===== src/hdl/kra_pkg.sv =====
// Constants and carrier types for the auto-negotiation register bank.
// Assumes a single 25 MHz clock domain shared with the negotiation engine.
package kra_pkg;
    // =========================================================
    // Register bus
    localparam int AW = 10;
    localparam int DW = 32;
    localparam logic [1:0] BYTE_LANE_PAD = 2'h0;
    // Register indices; byte address is four times the index
    localparam logic [7:0] IDX_FEC_UNCORR = 8'hb4;
    localparam logic [7:0] IDX_CTRL = 8'hc0;
    localparam logic [7:0] IDX_STROBE = 8'hc1;
    localparam logic [7:0] IDX_STATUS = 8'hc2;
    localparam logic [7:0] IDX_UBP_LO = 8'hc3;
    // =========================================================
    // Control word fields
    localparam int CTL_AN_EN = 0;
    localparam int CTL_BASE_SRC = 1;
    localparam int CTL_NP_SRC = 2;
    localparam int CTL_LOC_RF = 3;
    localparam int CTL_FORCE_NONCE = 4;
    localparam int CTL_OVR_EN = 5;
    localparam int CTL_TECH_LSB = 16;
    localparam int CTL_TECH_MSB = 21;
    localparam int CTL_CORR_LSB = 24;
    localparam int CTL_CORR_MSB = 25;
    localparam int CTL_PAUSE_LSB = 28;
    localparam int CTL_PAUSE_MSB = 30;
    localparam int TECH_10G_KR = 2;
    localparam logic CTL_AN_EN_RESET = 1'h1;
    // =========================================================
    // Strobe word fields
    localparam int STB_RESET = 0;
    localparam int STB_RESTART = 4;
    localparam int STB_NP_READY = 8;
    // =========================================================
    // Status word fields
    localparam int ST_PAGE_RX = 1;
    localparam int ST_DONE = 2;
    localparam int ST_RF_ADV = 3;
    localparam int ST_RX_IDLE = 4;
    localparam int ST_ABILITY = 5;
    localparam int ST_LINK = 6;
    localparam int ST_LP_ABILITY = 7;
    localparam int ST_FEC_NEG = 8;
    localparam int ST_FAIL = 9;
    localparam int ST_READY_LSB = 12;
    localparam int ST_READY_MSB = 17;
    localparam logic AN_BUILT_IN = 1'h1;
    // =========================================================
    // User base page word
    localparam int UBP_W = 16;
    localparam int UBP_ECHO_LSB = 5;
    localparam int UBP_ECHO_MSB = 9;
    localparam int UBP_ACK = 14;
    localparam logic [15:0] UBP_RESET = 16'h0000;
    localparam logic [15:0] UBP_ENGINE_MASK = 16'hbc1f;
    // =========================================================
    // Carriers
    typedef struct packed {
        logic [AW-1:0] addr;
        logic [DW-1:0] wdata;
        logic wr;
        logic rd;
    } kra_bus_t;
    typedef struct packed {
        logic fec_uncorr;
        logic page_rx;
        logic done;
        logic rf_sent;
        logic rx_idle;
        logic link_up;
        logic lp_ability;
        logic fec_resolved;
        logic seq_fail;
        logic [5:0] link_ready;
        logic tx_in_neg;
        logic np_taken;
        logic local_rf;
    } kra_eng_stat_t;
    typedef struct packed {
        logic an_en;
        logic user_base;
        logic user_next;
        logic force_nonce;
        logic ovr_active;
        logic [5:0] tech;
        logic [1:0] corr;
        logic [2:0] pause;
        logic [15:0] ubp;
        logic reset_pulse;
        logic restart_pulse;
        logic np_ready;
    } kra_eng_ctrl_t;
endpackage


===== src/hdl/kra_sat_counter.sv =====
// Saturating event counter that clears when software reads it.
// Assumes inc_i and clr_i are one-cycle pulses in the clock_i domain.
module kra_sat_counter
    import kra_pkg::*;
#(
    parameter int W = 32
) (
    input wire logic clock_i,
    input wire logic rst_n_i,
    input wire logic inc_i,
    input wire logic clr_i,
    output logic [W-1:0] count_o
);
    // =========================================================
    // Counter
    logic [W-1:0] count_reg;
    logic [W-1:0] count_next;
    wire at_max = &count_reg;
    wire [W-1:0] one = {{(W-1){1'b0}}, 1'b1};

    // Event in the clearing cycle is kept as a count of one
    always_comb begin
        count_next = count_reg;
        if (clr_i) begin
            count_next = inc_i ? one : '0;
        end else if (inc_i && !at_max) begin
            count_next = count_reg + one;
        end
    end

    // Holds at the top instead of wrapping
    always_ff @(posedge clock_i or negedge rst_n_i) begin
        if (!rst_n_i) begin
            count_reg <= '0;
        end else begin
            count_reg <= count_next;
        end
    end

    assign count_o = count_reg;
endmodule


===== src/hdl/kra_regs.sv =====
// Control and status registers for the backplane auto-negotiation engine.
// Assumes the engine sits on clock_i and drives eng_i synchronously.
// Operation
// - Count uncorrectable FEC blocks in a 32-bit counter, one per block.
// - Control bit 0 enables auto-negotiation and resets to 1.
// - Base-page-source bit selects user base page over generated pages.
// - Next-page-source bit selects user next page over null messages.
// - Read-only control bit shows local remote fault signalling.
// - Nonce-forcing bit makes the transmitter send a forced nonce.
// - Override fields replace advertised values only while override enabled.
// - Reset strobe resets all negotiation machines and clears itself.
// - Restart strobe restarts transmit machine, self-clears, only while negotiating.
// - Next-page-ready set by software, sent by device, then cleared by device.
// - Page-received flag sets on arrival and clears on status read.
// - Completion flag reads 1 once negotiation has finished.
// - Remote-fault-advertised flag sets when sent, clears on status read.
// - Receive-idle flag reads 1 while receive machine idles on foreign data.
// - Local-ability bit is constant 1 in builds with negotiation.
// - Link status bit reads link state; held value clears on status read.
// - Partner-ability bit shows the partner can negotiate.
// - FEC-negotiated bit only when complete and resolved link uses FEC.
// - Failure bit shows the sequencer detected a negotiation failure.
// - Six-bit one-hot field shows technology with idle and link good.
// - User base page word fields; engine supplies echoed nonce and ack.
// - Technology override sits in control bits 21:16, bit 18 is 10G KR.
module kra_regs
    import kra_pkg::*;
(
    input wire logic clock_i,
    input wire logic rst_b_i,
    input wire kra_bus_t bus_i,
    output logic [DW-1:0] rdata_o,
    input wire kra_eng_stat_t eng_i,
    output kra_eng_ctrl_t eng_o
);
    // =========================================================
    // Reset release
    logic [1:0] rst_sync_reg;
    logic rst_n;

    // Release through two flops so the bank leaves reset cleanly
    always_ff @(posedge clock_i or negedge rst_b_i) begin
        if (!rst_b_i) begin
            rst_sync_reg <= 2'h0;
        end else begin
            rst_sync_reg <= {rst_sync_reg[0], 1'b1};
        end
    end

    assign rst_n = rst_sync_reg[1];

    // =========================================================
    // Address decode
    wire [AW-1:0] a_fec = {IDX_FEC_UNCORR, BYTE_LANE_PAD};
    wire [AW-1:0] a_ctl = {IDX_CTRL, BYTE_LANE_PAD};
    wire [AW-1:0] a_stb = {IDX_STROBE, BYTE_LANE_PAD};
    wire [AW-1:0] a_sta = {IDX_STATUS, BYTE_LANE_PAD};
    wire [AW-1:0] a_ubp = {IDX_UBP_LO, BYTE_LANE_PAD};

    wire hit_fec = bus_i.addr == a_fec;
    wire hit_ctl = bus_i.addr == a_ctl;
    wire hit_stb = bus_i.addr == a_stb;
    wire hit_sta = bus_i.addr == a_sta;
    wire hit_ubp = bus_i.addr == a_ubp;

    wire wr_ctl = bus_i.wr && hit_ctl;
    wire wr_stb = bus_i.wr && hit_stb;
    wire wr_ubp = bus_i.wr && hit_ubp;
    wire rd_fec = bus_i.rd && hit_fec;
    wire rd_sta = bus_i.rd && hit_sta;
    wire [DW-1:0] wd = bus_i.wdata;

    // =========================================================
    // Uncorrectable block counter
    logic [DW-1:0] fec_count;

    kra_sat_counter #(
        .W(DW)
    ) u_fec_count (
        .clock_i(clock_i),
        .rst_n_i(rst_n),
        .inc_i(eng_i.fec_uncorr),
        .clr_i(rd_fec),
        .count_o(fec_count)
    );

    // =========================================================
    // Control word
    logic an_en_reg;
    logic base_src_reg;
    logic np_src_reg;
    logic force_nonce_reg;
    logic ovr_en_reg;
    logic [5:0] tech_reg;
    logic [1:0] corr_reg;
    logic [2:0] pause_reg;
    logic [UBP_W-1:0] ubp_reg;

    // Plain software-written storage
    always_ff @(posedge clock_i or negedge rst_n) begin
        if (!rst_n) begin
            an_en_reg <= CTL_AN_EN_RESET;
            base_src_reg <= 1'b0;
            np_src_reg <= 1'b0;
            force_nonce_reg <= 1'b0;
            ovr_en_reg <= 1'b0;
            tech_reg <= '0;
            corr_reg <= '0;
            pause_reg <= '0;
            ubp_reg <= UBP_RESET;
        end else begin
            if (wr_ctl) begin
                an_en_reg <= wd[CTL_AN_EN];
                base_src_reg <= wd[CTL_BASE_SRC];
                np_src_reg <= wd[CTL_NP_SRC];
                force_nonce_reg <= wd[CTL_FORCE_NONCE];
                ovr_en_reg <= wd[CTL_OVR_EN];
                tech_reg <= wd[CTL_TECH_MSB:CTL_TECH_LSB];
                corr_reg <= wd[CTL_CORR_MSB:CTL_CORR_LSB];
                pause_reg <= wd[CTL_PAUSE_MSB:CTL_PAUSE_LSB];
            end
            if (wr_ubp) begin
                ubp_reg <= wd[UBP_W-1:0];
            end
        end
    end

    // =========================================================
    // Strobes
    logic np_ready_reg;

    // Software set and engine clear in one cycle: the set wins
    wire np_set = wr_stb && wd[STB_NP_READY];
    wire np_ready_next = np_set || (np_ready_reg && !eng_i.np_taken);

    // Restart only reaches the engine while it negotiates
    wire reset_next = wr_stb && wd[STB_RESET];
    wire restart_next = wr_stb && wd[STB_RESTART] && eng_i.tx_in_neg;

    always_ff @(posedge clock_i or negedge rst_n) begin
        if (!rst_n) begin
            np_ready_reg <= 1'b0;
        end else begin
            np_ready_reg <= np_ready_next;
        end
    end

    // =========================================================
    // Sticky status flags
    logic page_rx_reg;
    logic rf_adv_reg;
    logic link_held_reg;

    // Events in the read cycle survive the clear
    wire page_rx_next = eng_i.page_rx || (page_rx_reg && !rd_sta);
    wire rf_adv_next = eng_i.rf_sent || (rf_adv_reg && !rd_sta);
    wire link_next = eng_i.link_up || (link_held_reg && !rd_sta);

    always_ff @(posedge clock_i or negedge rst_n) begin
        if (!rst_n) begin
            page_rx_reg <= 1'b0;
            rf_adv_reg <= 1'b0;
            link_held_reg <= 1'b0;
        end else begin
            page_rx_reg <= page_rx_next;
            rf_adv_reg <= rf_adv_next;
            link_held_reg <= link_next;
        end
    end

    // =========================================================
    // Read data composition
    logic [DW-1:0] ctl_word;
    logic [DW-1:0] stb_word;
    logic [DW-1:0] sta_word;
    logic [DW-1:0] ubp_word;
    logic [DW-1:0] rdata_next;

    // Reserved bits read as zero
    always_comb begin
        ctl_word = '0;
        ctl_word[CTL_AN_EN] = an_en_reg;
        ctl_word[CTL_BASE_SRC] = base_src_reg;
        ctl_word[CTL_NP_SRC] = np_src_reg;
        ctl_word[CTL_LOC_RF] = eng_i.local_rf;
        ctl_word[CTL_FORCE_NONCE] = force_nonce_reg;
        ctl_word[CTL_OVR_EN] = ovr_en_reg;
        ctl_word[CTL_TECH_MSB:CTL_TECH_LSB] = tech_reg;
        ctl_word[CTL_CORR_MSB:CTL_CORR_LSB] = corr_reg;
        ctl_word[CTL_PAUSE_MSB:CTL_PAUSE_LSB] = pause_reg;
    end

    // Pulse strobes are never stored, so they read back 0
    always_comb begin
        stb_word = '0;
        stb_word[STB_NP_READY] = np_ready_reg;
    end

    // Live levels mixed with sticky flags
    always_comb begin
        sta_word = '0;
        sta_word[ST_PAGE_RX] = page_rx_reg;
        sta_word[ST_DONE] = eng_i.done;
        sta_word[ST_RF_ADV] = rf_adv_reg;
        sta_word[ST_RX_IDLE] = eng_i.rx_idle;
        sta_word[ST_ABILITY] = AN_BUILT_IN;
        sta_word[ST_LINK] = link_held_reg;
        sta_word[ST_LP_ABILITY] = eng_i.lp_ability;
        sta_word[ST_FEC_NEG] = eng_i.done && eng_i.fec_resolved;
        sta_word[ST_FAIL] = eng_i.seq_fail;
        sta_word[ST_READY_MSB:ST_READY_LSB] = eng_i.link_ready;
    end

    always_comb begin
        ubp_word = '0;
        ubp_word[UBP_W-1:0] = ubp_reg;
    end

    // Unmapped reads answer zero; reads never stall
    always_comb begin
        rdata_next = '0;
        if (bus_i.rd) begin
            case (1'b1)
                hit_fec: rdata_next = fec_count;
                hit_ctl: rdata_next = ctl_word;
                hit_stb: rdata_next = stb_word;
                hit_sta: rdata_next = sta_word;
                hit_ubp: rdata_next = ubp_word;
                default: rdata_next = '0;
            endcase
        end
    end

    // =========================================================
    // Registered outputs
    kra_eng_ctrl_t eng_next;

    // Overrides are masked so the engine never sees stale fields
    always_comb begin
        eng_next = '0;
        eng_next.an_en = wr_ctl ? wd[CTL_AN_EN] : an_en_reg;
        eng_next.user_base = wr_ctl ? wd[CTL_BASE_SRC] : base_src_reg;
        eng_next.user_next = wr_ctl ? wd[CTL_NP_SRC] : np_src_reg;
        eng_next.force_nonce = wr_ctl ? wd[CTL_FORCE_NONCE] : force_nonce_reg;
        eng_next.ovr_active = wr_ctl ? wd[CTL_OVR_EN] : ovr_en_reg;
        if (eng_next.ovr_active) begin
            eng_next.tech = wr_ctl ? wd[CTL_TECH_MSB:CTL_TECH_LSB] : tech_reg;
            eng_next.corr = wr_ctl ? wd[CTL_CORR_MSB:CTL_CORR_LSB] : corr_reg;
            eng_next.pause = wr_ctl ? wd[CTL_PAUSE_MSB:CTL_PAUSE_LSB] : pause_reg;
        end
        eng_next.ubp = (wr_ubp ? wd[UBP_W-1:0] : ubp_reg) & UBP_ENGINE_MASK;
        eng_next.reset_pulse = reset_next;
        eng_next.restart_pulse = restart_next;
        eng_next.np_ready = np_ready_next;
    end

    always_ff @(posedge clock_i or negedge rst_n) begin
        if (!rst_n) begin
            eng_o <= '0;
            eng_o.an_en <= CTL_AN_EN_RESET;
            rdata_o <= '0;
        end else begin
            eng_o <= eng_next;
            rdata_o <= rdata_next;
        end
    end

    // =========================================================
    // Assertions
    a_count_inc: assert property (@(posedge clock_i) disable iff (!rst_n)
        eng_i.fec_uncorr && !rd_fec && !(&fec_count)
        |=> fec_count == $past(fec_count) + 32'h1)
        else $error("uncorrectable count did not advance");

    a_count_sat: assert property (@(posedge clock_i) disable iff (!rst_n)
        (&fec_count) && !rd_fec |=> (&fec_count))
        else $error("uncorrectable count wrapped");

    a_count_clear: assert property (@(posedge clock_i) disable iff (!rst_n)
        rd_fec && !eng_i.fec_uncorr |=> fec_count == 32'h0 && rdata_o == $past(fec_count))
        else $error("count not returned then cleared");

    a_enable_write: assert property (@(posedge clock_i) disable iff (!rst_n)
        wr_ctl |=> eng_o.an_en == $past(wd[CTL_AN_EN]) ##1 an_en_reg == eng_o.an_en)
        else $error("enable did not follow write");

    a_override_gate: assert property (@(posedge clock_i) disable iff (!rst_n)
        !eng_o.ovr_active |-> eng_o.tech == 6'h0 && eng_o.corr == 2'h0 && eng_o.pause == 3'h0)
        else $error("override fields leaked");

    a_reset_pulse: assert property (@(posedge clock_i) disable iff (!rst_n)
        wr_stb && wd[STB_RESET] |=> eng_o.reset_pulse ##1 !eng_o.reset_pulse || $past(reset_next))
        else $error("reset strobe not a single pulse");

    a_restart_gate: assert property (@(posedge clock_i) disable iff (!rst_n)
        eng_o.restart_pulse |-> $past(eng_i.tx_in_neg) && $past(wr_stb))
        else $error("restart outside negotiation");

    a_np_handshake: assert property (@(posedge clock_i) disable iff (!rst_n)
        eng_o.np_ready && eng_i.np_taken && !np_set |=> !eng_o.np_ready)
        else $error("next page ready not cleared");

    a_page_sticky: assert property (@(posedge clock_i) disable iff (!rst_n)
        eng_i.page_rx ##1 rd_sta |=> rdata_o[ST_PAGE_RX])
        else $error("page received flag lost");

    a_status_clear: assert property (@(posedge clock_i) disable iff (!rst_n)
        rd_sta && !eng_i.rf_sent && !eng_i.page_rx |=> !rf_adv_reg && !page_rx_reg)
        else $error("status flags not cleared by read");

    a_fec_neg: assert property (@(posedge clock_i) disable iff (!rst_n)
        rd_sta |=> rdata_o[ST_FEC_NEG] == ($past(eng_i.done) && $past(eng_i.fec_resolved))
            && rdata_o[ST_ABILITY])
        else $error("status word composed wrongly");

    a_strobe_read: assert property (@(posedge clock_i) disable iff (!rst_n)
        bus_i.rd && hit_stb |=> rdata_o[STB_RESET] == 1'b0 && rdata_o[STB_RESTART] == 1'b0)
        else $error("strobe read back nonzero");

    a_restart_single: assert property (@(posedge clock_i) disable iff (!rst_n)
        eng_o.restart_pulse && !wr_stb |=> !eng_o.restart_pulse)
        else $error("restart strobe stuck high");

    a_np_hold: assert property (@(posedge clock_i) disable iff (!rst_n)
        eng_o.np_ready && !eng_i.np_taken |=> eng_o.np_ready)
        else $error("next page ready dropped before taken");

    a_link_hold: assert property (@(posedge clock_i) disable iff (!rst_n)
        link_held_reg && !rd_sta |=> link_held_reg)
        else $error("held link status lost without read");

    a_rf_sticky: assert property (@(posedge clock_i) disable iff (!rst_n)
        eng_i.rf_sent ##1 rd_sta |=> rdata_o[ST_RF_ADV])
        else $error("remote fault advertised flag lost");

    a_done_live: assert property (@(posedge clock_i) disable iff (!rst_n)
        rd_sta |=> rdata_o[ST_DONE] == $past(eng_i.done))
        else $error("completion flag not live");

    a_ready_field: assert property (@(posedge clock_i) disable iff (!rst_n)
        rd_sta |=> rdata_o[ST_READY_MSB:ST_READY_LSB] == $past(eng_i.link_ready))
        else $error("link ready field wrong");

    a_ubp_engine: assert property (@(posedge clock_i) disable iff (!rst_n)
        eng_o.ubp[UBP_ECHO_MSB:UBP_ECHO_LSB] == 5'h0 && !eng_o.ubp[UBP_ACK])
        else $error("engine-owned page bits leaked");
endmodule


===== config.mk =====
export PLATFORM = sky130hd
export DESIGN_NAME = kra_regs
export DESIGN_NICKNAME = d
export VERILOG_FILES = /design/src/hdl/kra_pkg.sv /design/src/hdl/kra_sat_counter.sv /design/src/hdl/kra_regs.sv
export SDC_FILE = /design/constraint.sdc
export NUM_CORES = 1
export LEC_CHECK = 0
export BUFFER_PORTS_ARGS = -buffer_cell sky130_fd_sc_hd__buf_4
export CAP_MARGIN = 20
export CORE_ASPECT_RATIO = 1.5
export CORE_MARGIN = 4
export CORE_UTILIZATION = 45
export DETAILED_ROUTE_END_ITERATION = 8
export MAX_ROUTING_LAYER = met4
export PLACE_DENSITY = 0.69
export SLEW_MARGIN = 40
export SYNTH_ARGS = -nofsm -noshare
export SYNTH_HDL_FRONTEND = slang
export SYNTH_SLANG_ARGS = --single-unit

===== constraint.sdc =====
create_clock -name clock_i -period 9.7 [get_ports clock_i]
set_clock_uncertainty 0.1 [all_clocks]
set_input_delay 2.425 -clock clock_i [delete_from_list [all_inputs] [get_ports clock_i]]
set_output_delay 2.425 -clock clock_i [all_outputs]
set_load 0.005 [all_outputs]

# After elaboration in Yosys (flattened, before gate mapping)

Index checks and enable logic that the tools add are counted.

Logic and storage cells: 66
Register bits after elaboration: 115
Output and inout bits: 67

Equality and inequality tests: 5
Muxes and demuxes: 14
Reduce and logical (&&, ||, !) cells: 24
Add/subtract/negate cells: 1

Operators by type and width:

| kind                                                             | count |
|---|---|
| 32-bit two-way mux                                               | 4 |
| 10-bit equality test (second input constant)                     | 5 |
| 18-bit two-way mux                                               | 2 |
| 32-bit by 1-bit adder with 32-bit output (second input constant) | 1 |
| 32-bit AND reduction                                             | 1 |
| 31-bit two-way mux                                               | 1 |
| 16-bit two-way mux                                               | 1 |
| 1-bit logical AND                                                | 15 |
| 11-bit two-way mux                                               | 1 |
| 6-bit two-way mux                                                | 1 |
| 1-bit logical OR                                                 | 4 |
| 1-bit zero test                                                  | 3 |
| 3-bit two-way mux                                                | 1 |
| 1-bit two-way mux                                                | 2 |
| 2-bit two-way mux                                                | 1 |
| 2-bit nonzero test                                               | 1 |

# Longest topological paths before layout

Depth after elaboration: 7
Mapped depth: 8
Gate-level depth less buffers: 6

# Hierarchy

Synthesis repeated with hierarchy kept, for this count alone.

Cells, all modules: 482
Area total of the unflattened synthesis: 5431.5 um2

By module, submodules not included:

| module          | cells an instance | instances | area an instance (um2) | seq. area each (um2) |
|---|---|---|---|---|
| kra_regs        | 287               | 1         | 3584.7                 | 2078.2 |
| kra_sat_counter | 195               | 1         | 1846.8                 | 800.8 |

# Worst setup path after synthesis

No wires, ideal clock.

Kind: input -> register
From: in bus_i[35] (netlist bit)
To: reg corr_reg[0]
Buffers on the path: 3
Path slack: 5.443 ns
Library setup time: 0.127 ns
Required time: 9.473 ns
Arrival: 4.029 ns
Cell stages on the path: 7
Cell sequence: or4_1 -> buf_2 -> nor3_4 -> nand2_1 -> buf_2 -> buf_6 -> mux2_1

Word-level cells in the longest chain between the ends: 3

Ends and longest elaborated chain:

| element                | RTL line        | RTL |
|---|---|---|
| start: declaration     | kra_regs.sv:31  | `input wire kra_bus_t bus_i,` |
| 10-bit equality test   | kra_regs.sv:61  | `wire hit_ctl = bus_i.addr == a_ctl;` |
| 1-bit logical AND      | kra_regs.sv:66  | `wire wr_ctl = bus_i.wr && hit_ctl;` |
| 2-bit two-way mux      | n/a             |  |
| end signal: assignment | kra_regs.sv:119 | `corr_reg <= wd[CTL_CORR_MSB:CTL_CORR_LSB];` |
| end: declaration       | kra_regs.sv:95  | `logic [1:0] corr_reg;` |

No other way between the ends.
A chain may end at the register's enable or synchronous reset.

# Final worst setup path

From: in bus_i[35] (netlist bit)
To: reg tech_reg[2]

Word-level cells in the longest chain between the ends: 3

Ends and longest elaborated chain:

| element                | RTL line        | RTL |
|---|---|---|
| 10-bit equality test   | kra_regs.sv:61  |  |
| 1-bit logical AND      | kra_regs.sv:66  |  |
| 6-bit two-way mux      | n/a             |  |
| end signal: assignment | kra_regs.sv:118 | `tech_reg <= wd[CTL_TECH_MSB:CTL_TECH_LSB];` |
| end: declaration       | kra_regs.sv:94  | `logic [5:0] tech_reg;` |

No other way between the ends.

==> reports/qor_table.md <==
| Parameter | This run |
|:---|:---|
| Via count of the first global-routing pass | 4,470 |
| Global-route met1 utilization | 22.75% |
| Clk Latency, worst-skew pair | 0.41 ns |
| Starting density of the core | 46.52% |
| First-pass DRT Iterations | 7 |
| GRT Overall Usage | 21.04% |
| Mean cell area of the mapped netlist | 10.52 sq um |
| Count of different cell masters after synthesis | 57 |
| Final period demand of the worst path | 4.349 ns |
| Crit path capture type | register |
| Count of endpoints failing hold in the final timing report | 0 |
| Starting DRC count in detailed routing | 211 |
| Count of flip-flops with a built-in enable after synthesis | 0 |
| Area of the mapped netlist | 5420 sq um |
| Asr flop ratio synth | 100.0% |
| Transition at the pin with the smallest max-transition slack | 0.7857 ns |
| Stages on the worst setup path | 6 |
| RSZ-0062 raised after global routing | no |
| Initial antenna violation count | 0 |
| Total number of yosys warnings | 0 |
| Power density over the cells | 175.6 nW/um^2 |
| Share of synthesized area occupied by flip-flops and latches | 53.12% |
| CTS Root Cell | clkbuf_16 |
| Grt ovf | 0 |
| Core footprint | 11,650 sq um |
| Upper clock frequency limit | 230.0 MHz |
| Area growth from synthesis to layout | 27.15% |
| Die outline area | 13,900 sq um |
| Largest fanout on the critical path | 34 |
| Top FF cell, synth | dfrtp_1 |
| Antenna diode count | 0 |
| Grt met2 use | 36.72% |
| Max-slew headroom | 47.62% |
| Clock transition at the registers of the reported paths | 0.06 ns |
| Signal arrival time at the worst endpoint | 4.53 ns |
| Pwr Total | 1.210 mW |
| Largest buffer count on any clock path | 2 |
| Final TNS setup | 0 ns |
| Post-DP HPWL | 9811 microns |
| Wire length of the first global-routing pass | 22,490 microns |
| Die Span X | 97.61 microns |
| Sink Count | 115 |
| Flip-flop and latch count after synthesis | 115 |
| Maximum number of pins on one net before global-route repair | 74 |
| Path class of the lowest-slack min-delay path | reg2async |
| Resized Gates After CTS | 0 |
| Delay-heaviest family, CP | simple AND/OR/NAND/NOR gates |
| Max stage delay on crit path | 0.68 ns |
| Residual DRC count | 0 |
| Sequence of cells on the critical path | buf_4, or4_1, nor3_4, nand2_1, buf_4, mux2_1 |
| GPL Wtd Cong | 0.8869 |
| Fill count | 1,023 |
| Syn Inst Count | 515 |
| Type of the worst setup path | in2reg |
| Cell with the most instances on the worst path | buf_4 |
| Busiest metal layer after global routing | met2 |
| Final count of negative-setup-slack endpoints | 0 |
| Total number of vias | 4,371 |
| Average wire length per cell after detail routing | 17.82 microns |
| CTS tree | built |
| Share of the clock period used by the worst path after layout | 44.83% |
| Total of max-cap violations | 0 |
| Outcome | finished clean |
| Number of nets in the layout | 680 |
| Total leakage power | 3.305 nW |
| Number of top-level design ports | 131 |
| Count of buffering cells on the critical path with inverters included | 2 |
| Data required time at the worst endpoint | 9.88 ns |
| Ratio of cells with drive above 1 in the final layout | 31.37% |
| Final-report max-slew violation count | 0 |
| Die extent in y | 142.4 microns |
| Depth of the CTS H-tree | 4 |
| Antenna Violating Nets Remaining | 0 |
| Cts bufs inserted | 17 |
| Number of buffers inserted by post-CTS setup repair | 0 |
| Fraction of met3 tracks used by global routing | 4.610% |
| Number of cell instances on the worst register-to-register path | 5 |
| Row count | 48 |
| Sort of element at the start of the critical path | input pin |
| Maximum vdd drop | 135.9 uV |
| Final Util | 59.15% |
| Count of input and output buffers | 119 |
| Final routed wirelength across all metal layers | 13,870 microns |
| Cell with the largest stage delay on the worst path | or4_1 |
| Via-per-instance ratio | 5.618 |
| Hold buffer count at cts | 0 |
| Worst hold slack | 0.2179 ns |
-- layout make-up --
cell class,instances,area (sq um),area share [%]
Clock buffer,19,452.9,6.572
Clock inverter,13,148.9,2.160
Inverter,16,60.06,0.8715
Multi-Input combinational cell,340,2213,32.12
Sequential cell,115,2883,41.83
Tap cell,150,187.7,2.723
Timing Repair Buffer,125,945.9,13.73
-- metal layers --
layer  routed length [microns]  part of all wire (%)  vias up
met2                      7678                    55      125
met3                       564                   4.1       25
met4                       420                   3.0        0
met5                         0                     0        -
met1                      5203                    38     2186
li1                          -                     -     2035
-- kinds of logic (layout without fill, tap and decap cells) --
kind of cell,after synthesis,after routing,share of synthesized area [%]
AND/OR/NAND/NOR,189,189,19.00
buffers and inverters,65,173,6.579
XOR/XNOR,6,6,0.9695
multiplexers,39,39,7.941
adder cells (fa/ha/maj),1,1,0.2308
flip-flops,115,115,53.12
other,2,7,0.1386
AO/OA/AOI/OAI,98,98,12.03
-- cells in the final DEF (no fill, tap or decap), types with 8 or more instances in the layout --
cell,netlist,final
or3_1,13,13
dfrtp_1,114,113
buf_4,24,123
o21ai_0,16,16
nand3_1,25,25
or4_1,10,10
nand2_1,60,60
a222oi_1,8,8
a21oi_1,34,34
and2_1,9,9
mux2_1,8,8
nand4_1,9,9
mux2_2,24,24
inv_1,15,15
clkbuf_16,0,17
nor2_1,23,23
-- Yosys cell counts (all sizes together), types with 2 or more instances --
cell    count  share of area (%)
nor3        9                1.3
nand2      60                4.2
a31o        2               0.32
a21oi      34                3.1
xnor2       5               0.81
o21ai      23                2.1
o211ai      4               0.55
a222oi      8                1.5
o311ai      2               0.60
or3        13                1.5
a211oi      5               0.69
and2        9                1.0
a22oi       4               0.55
or4        11                1.6
o31ai       7                1.2
and4        7                1.1
nor4        7               0.92
nand2b      2               0.23
clkbuf     14               0.97
dfrtp     114                 53
inv        15                1.0
nor2       23                1.6
nand4      12                1.7
conb        2               0.14
mux2       32                6.6
nand3      25                2.3
buf        35                4.5
o221ai      2               0.32
o21bai      3               0.42
mux2i       7                1.3
and3        5               0.58
-- where the power goes --
group | internal [mW] | leakage [nW] | total, mW | switching, mW
logic | 0.0313 | 1.46 | 0.0647 | 0.0334
registers | 0.494 | 1.56 | 0.516 | 0.0221
clock network | 0.395 | 0.287 | 0.629 | 0.234
total | 0.921 | 3.30 | 1.21 | 0.289
-- path summary, 6_finish.rpt --
path / slack (ns) / from / end
min in group clock_i: 0.26 / rst_sync_reg[0] / rst_sync_reg[1]
setup / recovery: 5.35 / bus_i[35] / tech_reg[2]
hold reg to reg: 0.22 / rst_sync_reg[1] / eng_o[5]
max in group asynchronous: 7.72 / rst_b_i / rst_sync_reg[1]
setup reg to reg: 7.17 / u_fec_count.count_o[12] / u_fec_count.count_o[25]
hold / removal: 0.22 / rst_sync_reg[1] / eng_o[5]
-- metrics by stage --
stage / worst slack [ns] / std cells / instance area (sq um)
2_1_floorplan: 5.443 / 520 / 5439
3_3_place_gp: 5.050 / 745 / 6271
3_5_place_dp: 4.957 / 745 / 6279
4_1_cts: 5.383 / 777 / 6880
5_1_grt: 5.293 / 778 / 6892
6_report: 5.351 / 778 / 6892
-- worst register-to-register path: stages, from the launching register on --
cell and delay [ns]:
dfrtp_1 0.47, nand4_2 0.20, or4_4 0.63, o31ai_4 0.70, or4_1 0.23, a21oi_1 0.07
Power figures use the tool's default switching activity.
